[src/inc/mcs_pkg.sv]
// Package: modem control status register layout and constants
`default_nettype none
package mcs_pkg;
  // ---------------------------------------------------------------
  // Register map
  // ---------------------------------------------------------------
  localparam int unsigned ADDR_W         = 4;
  localparam logic [3:0]  OFF_STATUS     = 4'h0;
  localparam logic [3:0]  OFF_LINK_CTRL  = 4'h1;
  // ---------------------------------------------------------------
  // Status byte fields
  // ---------------------------------------------------------------
  localparam int unsigned BIT_CARRIER    = 0;
  localparam int unsigned BIT_UNUSED     = 1;
  localparam int unsigned BIT_CTS        = 2;
  localparam int unsigned BIT_MODEM_RDY  = 3;
  localparam int unsigned BIT_HALF_DPX   = 4;
  localparam int unsigned BIT_RTS        = 5;
  localparam int unsigned BIT_DTR        = 6;
  localparam int unsigned BIT_RING       = 7;
  // Link control fields
  localparam int unsigned BIT_CFG_HALF   = 0;
  localparam int unsigned BIT_LOST_RDY   = 1;
  // ---------------------------------------------------------------
  // Reset values
  // ---------------------------------------------------------------
  localparam logic        RST_RTS        = 1'b0;
  localparam logic        RST_DTR        = 1'b0;
  localparam logic        RST_HALF       = 1'b0;
  localparam logic [7:0]  RST_RDATA      = 8'h00;
  // Transmit gate states
  typedef enum logic [1:0] {
    MCS_IDLE  = 2'b00,
    MCS_WAIT  = 2'b01,
    MCS_SEND  = 2'b10,
    MCS_DRAIN = 2'b11
  } mcs_tx_state_t;
endpackage
`default_nettype wire

[src/inc/mcs_ctrl_if.sv]
// Interface: control bits from the register file to the line gate
`timescale 1ns/1ps
`default_nettype none
interface mcs_ctrl_if;
  logic rts;
  logic dtr;
  logic half_dpx;
  logic tx_allowed;
  modport regs (output rts, output dtr, output half_dpx, input tx_allowed);
  modport gate (input rts, input dtr, input half_dpx, output tx_allowed);
endinterface
`default_nettype wire

[src/core/mcs_modem_port.sv]
// Module: modem control and status register port
//
// The address map and the strobed register port were left to the implementer.
`timescale 1ns/1ps
`default_nettype none
// Operation
// - Status bit 0 shows the carrier detect input from the local or built-in modem.
// - Status bit 1 always reads as zero.
// - Status bit 2 shows the clear to send input answering request to send.
// - Status bit 3 shows modem ready and its loss is latched as a power or cable fault.
// - Status bit 4 is one in half duplex and zero in full duplex.
// - After request to send rises the modem grants clear to send and only then may data move.
// - Data terminal ready on bit 6 is driven high to tell the modem to connect and stay on line.
module mcs_modem_port
  import mcs_pkg::*;
#(
  parameter int unsigned AW = ADDR_W
)(
  input  wire logic          ref_clk,
  input  wire logic          rst_n,
  input  wire logic          clk_en,
  input  wire logic [AW-1:0] reg_addr,
  input  wire logic [7:0]    reg_wdata,
  input  wire logic          reg_wr,
  input  wire logic          reg_rd,
  output logic [7:0]         reg_rdata,
  input  wire logic          carrier_in,
  input  wire logic          cts_in,
  input  wire logic          modem_rdy_in,
  input  wire logic          ring_in,
  output logic               rts_out,
  output logic               dtr_out,
  output logic               tx_allowed,
  output logic               modem_fault
);
  if (AW < 1) begin : g_bad_aw
    $error("address width too small");
  end

  // ---------------------------------------------------------------
  // Decode
  // ---------------------------------------------------------------
  function automatic logic hit(input logic [AW-1:0] a, input logic [3:0] off);
    hit = (a == AW'(off));
  endfunction

  wire wr_status = clk_en && reg_wr && hit(reg_addr, OFF_STATUS);
  wire wr_ctrl   = clk_en && reg_wr && hit(reg_addr, OFF_LINK_CTRL);

  // ---------------------------------------------------------------
  // Control registers
  // ---------------------------------------------------------------
  logic rts_ff;
  logic dtr_ff;
  logic half_ff;
  logic rdy_seen_ff;
  logic fault_ff;
  logic [7:0] rdata_ff;

  always_ff @(posedge ref_clk or negedge rst_n) begin
    if (!rst_n) begin
      rts_ff  <= RST_RTS;
      dtr_ff  <= RST_DTR;
      half_ff <= RST_HALF;
    end else begin
      if (wr_status) begin
        rts_ff <= reg_wdata[BIT_RTS];
        dtr_ff <= reg_wdata[BIT_DTR];
      end
      if (wr_ctrl) begin
        half_ff <= reg_wdata[BIT_CFG_HALF];
      end
    end
  end

  // Loss of modem ready after it was seen; set wins over clear
  wire rdy_lost  = rdy_seen_ff && !modem_rdy_in;
  wire clr_fault = wr_ctrl && reg_wdata[BIT_LOST_RDY];

  always_ff @(posedge ref_clk or negedge rst_n) begin
    if (!rst_n) begin
      rdy_seen_ff <= 1'b0;
      fault_ff    <= 1'b0;
    end else if (clk_en) begin
      rdy_seen_ff <= modem_rdy_in;
      fault_ff    <= rdy_lost || (fault_ff && !clr_fault);
    end
  end

  // ---------------------------------------------------------------
  // Read data
  // ---------------------------------------------------------------
  wire [7:0] status_byte = {ring_in, dtr_ff, rts_ff, half_ff, modem_rdy_in, cts_in, 1'b0, carrier_in};
  wire [7:0] ctrl_byte   = {6'h00, fault_ff, half_ff};
  wire [7:0] rd_sel      = hit(reg_addr, OFF_STATUS)    ? status_byte :
                           hit(reg_addr, OFF_LINK_CTRL) ? ctrl_byte   : RST_RDATA;

  always_ff @(posedge ref_clk or negedge rst_n) begin
    if (!rst_n) begin
      rdata_ff <= RST_RDATA;
    end else if (clk_en) begin
      rdata_ff <= reg_rd ? rd_sel : RST_RDATA;
    end
  end

  // ---------------------------------------------------------------
  // Line gate
  // ---------------------------------------------------------------
  mcs_ctrl_if ctl ();
  assign ctl.rts      = rts_ff;
  assign ctl.dtr      = dtr_ff;
  assign ctl.half_dpx = half_ff;

  mcs_line_gate u_gate (
    .ref_clk (ref_clk),
    .rst_n   (rst_n),
    .clk_en  (clk_en),
    .cts_in  (cts_in),
    .ctl     (ctl.gate)
  );

  assign reg_rdata   = rdata_ff;
  assign rts_out     = rts_ff;
  assign dtr_out     = dtr_ff;
  assign tx_allowed  = ctl.tx_allowed;
  assign modem_fault = fault_ff;

  // ---------------------------------------------------------------
  // Checks
  // ---------------------------------------------------------------
  property p_bit1_zero;
    @(posedge ref_clk) disable iff (!rst_n)
      (clk_en && reg_rd && hit(reg_addr, OFF_STATUS)) |=> (reg_rdata[BIT_UNUSED] == 1'b0);
  endproperty
  a_bit1_zero: assert property (p_bit1_zero) else $error("unused bit read nonzero");

  property p_carrier_read;
    @(posedge ref_clk) disable iff (!rst_n)
      (clk_en && reg_rd && hit(reg_addr, OFF_STATUS)) |=> (reg_rdata[BIT_CARRIER] == $past(carrier_in));
  endproperty
  a_carrier_read: assert property (p_carrier_read) else $error("carrier bit mismatch");

  property p_cts_read;
    @(posedge ref_clk) disable iff (!rst_n)
      (clk_en && reg_rd && hit(reg_addr, OFF_STATUS)) |=> (reg_rdata[BIT_CTS] == $past(cts_in));
  endproperty
  a_cts_read: assert property (p_cts_read) else $error("clear to send bit mismatch");

  property p_rdy_read;
    @(posedge ref_clk) disable iff (!rst_n)
      (clk_en && reg_rd && hit(reg_addr, OFF_STATUS)) |=> (reg_rdata[BIT_MODEM_RDY] == $past(modem_rdy_in));
  endproperty
  a_rdy_read: assert property (p_rdy_read) else $error("modem ready bit mismatch");

  property p_fault_set;
    @(posedge ref_clk) disable iff (!rst_n)
      (clk_en && rdy_seen_ff && !modem_rdy_in) |=> modem_fault;
  endproperty
  a_fault_set: assert property (p_fault_set) else $error("ready loss not latched");

  property p_half_read;
    @(posedge ref_clk) disable iff (!rst_n)
      (clk_en && reg_rd && hit(reg_addr, OFF_STATUS)) |=> (reg_rdata[BIT_HALF_DPX] == half_ff);
  endproperty
  a_half_read: assert property (p_half_read) else $error("duplex bit mismatch");

  property p_rts_write;
    @(posedge ref_clk) disable iff (!rst_n)
      wr_status |=> (rts_out == $past(reg_wdata[BIT_RTS]));
  endproperty
  a_rts_write: assert property (p_rts_write) else $error("request to send not written");

  property p_dtr_write;
    @(posedge ref_clk) disable iff (!rst_n)
      wr_status |=> (dtr_out == $past(reg_wdata[BIT_DTR]));
  endproperty
  a_dtr_write: assert property (p_dtr_write) else $error("terminal ready not written");

  property p_ro_ignored;
    @(posedge ref_clk) disable iff (!rst_n)
      wr_status |=> $stable(half_ff);
  endproperty
  a_ro_ignored: assert property (p_ro_ignored) else $error("status write changed duplex");

  property p_tx_gate;
    @(posedge ref_clk) disable iff (!rst_n)
      tx_allowed |-> (rts_out && cts_in);
  endproperty
  a_tx_gate: assert property (p_tx_gate) else $error("transfer without handshake");
endmodule
`default_nettype wire

[src/core/mcs_line_gate.sv]
// Module: transmit gate tracking request and clear to send
`timescale 1ns/1ps
`default_nettype none
module mcs_line_gate
  import mcs_pkg::*;
(
  input  wire logic  ref_clk,
  input  wire logic  rst_n,
  input  wire logic  clk_en,
  input  wire logic  cts_in,
  mcs_ctrl_if.gate   ctl
);
  // ---------------------------------------------------------------
  // State register
  // ---------------------------------------------------------------
  mcs_tx_state_t state_ff;
  mcs_tx_state_t nxt_state;

  always_comb begin
    nxt_state = state_ff;
    case (state_ff)
      MCS_IDLE:  if (ctl.rts) nxt_state = MCS_WAIT;
      MCS_WAIT:  if (!ctl.rts) nxt_state = MCS_DRAIN;
                 else if (cts_in) nxt_state = MCS_SEND;
      MCS_SEND:  if (!ctl.rts) nxt_state = MCS_DRAIN;
      MCS_DRAIN: if (!cts_in) nxt_state = MCS_IDLE;
      default:   nxt_state = MCS_IDLE;
    endcase
  end

  always_ff @(posedge ref_clk or negedge rst_n) begin
    if (!rst_n) begin
      state_ff <= MCS_IDLE;
    end else if (clk_en) begin
      state_ff <= nxt_state;
    end
  end

  // Data may move only with request on and clear granted
  assign ctl.tx_allowed = (state_ff == MCS_SEND) && ctl.rts && cts_in;

  property p_no_tx_without_cts;
    @(posedge ref_clk) disable iff (!rst_n)
      ctl.tx_allowed |-> (cts_in && ctl.rts && $past(ctl.rts));
  endproperty
  a_no_tx_without_cts: assert property (p_no_tx_without_cts) else $error("transfer without clear to send");
endmodule
`default_nettype wire

[config.mk]
export PLATFORM = sky130hd
export DESIGN_NAME = mcs_modem_port
export DESIGN_NICKNAME = d
export VERILOG_FILES = /design/src/inc/mcs_pkg.sv /design/src/inc/mcs_ctrl_if.sv /design/src/core/mcs_modem_port.sv /design/src/core/mcs_line_gate.sv
export SDC_FILE = /design/constraint.sdc
export NUM_CORES = 1
export LEC_CHECK = 0
export ABC_AREA = 1
export BUFFER_PORTS_ARGS = -buffer_cell sky130_fd_sc_hd__buf_2
export CAP_MARGIN = 20
export CORE_MARGIN = 8
export CORE_UTILIZATION = 41
export DETAILED_ROUTE_END_ITERATION = 8
export GPL_TIMING_DRIVEN = 0
export PLACE_DENSITY = 0.79
export SETUP_SLACK_MARGIN = 0.3
export SLEW_MARGIN = 5
export SYNTH_ARGS = -nofsm -noshare
export SYNTH_HDL_FRONTEND = slang
export SYNTH_HIERARCHICAL = 1
export SYNTH_SLANG_ARGS = --single-unit
[constraint.sdc]
create_clock -name ref_clk -period 1.3 [get_ports ref_clk]
set_clock_uncertainty 0.15 [all_clocks]
set_input_delay 0.13 -clock ref_clk [delete_from_list [all_inputs] [get_ports ref_clk]]
set_output_delay 0.13 -clock ref_clk [all_outputs]
set_load 0.05 [all_outputs]
==> results.md <==
- Status: finished with violations
- Failing checks: hold timing, setup timing
- CTS tree: built
- Post-detail-place hpwl: 1480 um
- Hold Crit Class: in2reg
- Nets@finish: about 170
- Largest family of logic cells by synthesized area: simple AND/OR/NAND/NOR gates
- Post-synthesis compound-gate area fraction: 7.97%
- Period utilization: 114%
- Port Buffer Count: 28
- WL met2: 1120 um
- Startpoint Class: flip-flop
- VDD IR-drop max: ~0.00082 V
- Clk buf depth: 2
- DRC Markers: 0
- RePlAce Congestion: between 0.7 and 0.8
- Synth Area in Simple Gates: around a third
- Mapped cell area: ~800 um2
- DRT antenna net count: 0
- CORE AREA: 1900 um2
- Antenna violations before repair: 0
- Crit path capture type: output port
- Peak Freq: approximately 670 MHz
- Pwr dens: between 1000 and 1500 nW/um2
- Top cell type's share of synthesized area: between 40 and 50%
- Die ar.: 3620 um2
- Clk sink count: 15
- Design area: between 1000 and 1500 um2
- Gate Count Post-Synth: 96
- GRT overflow: 0
- First-pass GRT wire length: 3570 um
- Slew Viols, Final: 0
- Placed cell count: 151
- Biggest area consumer among synthesized cells: dfrtp_1
- # fillers: between 150 and 200
- Crit Path Max Fanout: 2
- Total of max-cap violations: 0
- Via Count: between 800 and 900
- Clock slew at reported path FFs: about 100 ps
- Met3 routed WL: ~190 um
- Yosys reg bits: 15
- Worst EP arrival: roughly 1200 ps
- Switching power: ~0.59 mW
- Synthesized Nets: between 100 and 150
- TritonRoute pass-1 iters: 4
- Worst-Margin Slew: ~330 ps
- Initial drt markers: 5
- Layout cells sized above 1: 47.6%
- Synth top area cells: dfrtp_1 (47%), nand2_1 (17%), ha_1 (6.3%)
- Slew margin rel.: 77.7%
- Routed length per instance: between 10 and 15 um
- Critical path class: reg2out
- CTS buffer count: 3
- Clock share of power: ~18%
- Syn_area_per_cell: roughly 8.3 um2
- Vias/cell: around 4.8
- P_leak: roughly 0.63 nW
- Setup violators final: 3
- Max layer used: met4
- Register share of total power: between 30% and 40%
- Rows: 16
- Combinational power share: around 43%
- Yosys Warn Count: 6
- DRT met1 WL: 834 um
- Utilization after layout: about two thirds
- IO Pins: 33
- Sw Ratio: 38.5%
- Pin count of the biggest net entering global routing: 16
- Total GRT Usage: between 10% and 20%
- Mux contribution to synthesized area: 0%
- Fin cells: 170
- Total power: between 1.5 and 2 mW
- Unrepaired setup endpoints after global routing: yes
- H-tree level count: 1
- Die W: around 60 um
- Vias in the first global route: between 800 and 900
- Hold WS: -10.6 ps
- Total wire length: between 2000 and 2500 um
- Cell Int Power: between 0.9 and 1 mW
- Die Y: about 60 um
- Unique masters post-synth: 15
- Starting Density: 42.1%
- Worst EP required: about 1000 ps
- Antenna diodes: 0
- Post-synthesis xor/xnor area fraction: 0%
- Final worst-path setup slack: -183 ps
- Clock latency at the later pin of the worst-skew pair: roughly 290 ps
- Clock root buffer: clkbuf_4
- Tmin final: between 1000 and 1500 ps
- Sequential share of the synthesized area: a little under half
- Area grow syn2layout: 62.0%
- Hold violation count in the final report: 2
- Cell Area, Placed: ~1000 um2
- Adder-cell area share of the yosys netlist: about 6.3%
[cells in the mapped netlist]
cell / n
dfrtp_1: 15
nand2_1: 36
nand2_4: 1
nor2_4: 3
ha_1: 4
nand3_1: 6
nand4_1: 4
nor2_2: 3
inv_1: 7
a21boi_4: 1
inv_2: 2
o21ai_0: 9
clkinv_1: 2
nor2_1: 1
nand2_2: 2
[routing by layer]
metal,track usage (%),vias to the layer above
li1,-,400
met1,12.2,376
met2,24.5,28
met3,4.52,5
met4,5.10,0
met5,0,-
[cell type report]
| cell class | count | area, um2 | area share (%) |
|---|---|---|---|
| tap | 27 | 33.8 | 2.60 |
| timing repair buffer | 43 | 388 | 29.9 |
| clock inverter | 1 | 5.00 | 0.386 |
| clock buffer | 3 | 22.5 | 1.74 |
| sequential | 15 | 390 | 30.1 |
| inverter | 11 | 41.3 | 3.18 |
| multi-input combinational | 70 | 417 | 32.1 |
[worst max-delay path, cell delays in order, from the launching register on]
cell and delay, ps:
dfrtp_1 410, inv_2 90, ha_4 130, nand2_4 50, nor2_4 80, buf_6 160
[through the flow]
step,worst slack (ps),setup TNS (ps)
after floorplan,21.5,0
after global placement,-46.0,-127
after detailed placement,-106,-278
after CTS,-174,-431
after global routing,-227,-664
final,-183,-448
[final timing paths]
kind                                                     start                              to  slack [ps]  cells past startpoint
worst max-delay path            u_gate/state_ff[0]$_DFFE_PN0P_                      tx_allowed        -180                      5
worst min-delay path                               reg_addr[1]        ctl.half_dpx$_DFFE_PN0P_         -10                      4
worst max register to register  u_gate/state_ff[0]$_DFFE_PN0P_  u_gate/state_ff[0]$_DFFE_PN0P_        -140                      8
worst min register to register         rdy_seen_ff$_DFFE_PN0P_         rdy_seen_ff$_DFFE_PN0P_         380                      2
max in group asynchronous                                rst_n             rts_out$_DFFE_PN0P_         600                      2
min in group asynchronous                                rst_n        ctl.half_dpx$_DFFE_PN0P_         120                      2
[sequential cells by signal (all words and copies together), names as in the netlist]
signal and flops:
ctl.half_dpx 1, dtr_out 1, modem_fault 1, rdy_seen_ff 1
reg_rdata 8, rts_out 1, u_gate/state_ff 2
[logic make-up (layout without fill, tap and decap cells)]
group           after synthesis  in the layout
buf+inv                      11             58
compound gates               10             10
simple gates                 56             56
fa+ha+maj                     4              4
flops                        15             15
[layout by cell type (no fill, tap or decap)]
cell type,netlist,layout
inv_1,7,6
nand2_1,36,35
dlygate4sd3_1,0,9
buf_8,0,10
nor2_2,3,3
nand2_4,1,2
clkinv_1,2,2
clkbuf_4,0,3
nor2_4,3,4
nand3_1,6,6
inv_2,2,3
ha_1,4,1
nand4_1,4,4
ha_2,0,2
dfrtp_2,0,12
a21boi_4,1,1
o21ai_0,9,6
o21ai_1,0,3
buf_4,0,6
dfrtp_1,15,3
nand2_2,2,2
buf_2,0,16
buf_6,0,2
ha_4,0,1
clkinv_2,0,1
[power groups by stage]
stage	Sequential, mW	Clock [mW]	Combinational (mW)
after floorplan	0.654	0	0.294
after global placement	0.602	0	0.448
after detailed placement	0.607	0	0.469
after CTS	0.601	0.269	0.631
after global routing	0.608	0.296	0.717
final	0.601	0.273	0.651
[repair_timing]
| action | 4_1_cts | 5_1_grt |
|---|---|---|
| hold buffers | 9 | 0 |
| pin swaps | 1 | 0 |
| endpoints found under the hold margin | 24 | 0 |
| endpoints found under the setup margin | 14 | 17 |
| setup buffers | 5 | 1 |
| gates resized for setup | 38 | 4 |
Note: power is estimated with default switching activity, not from simulation.
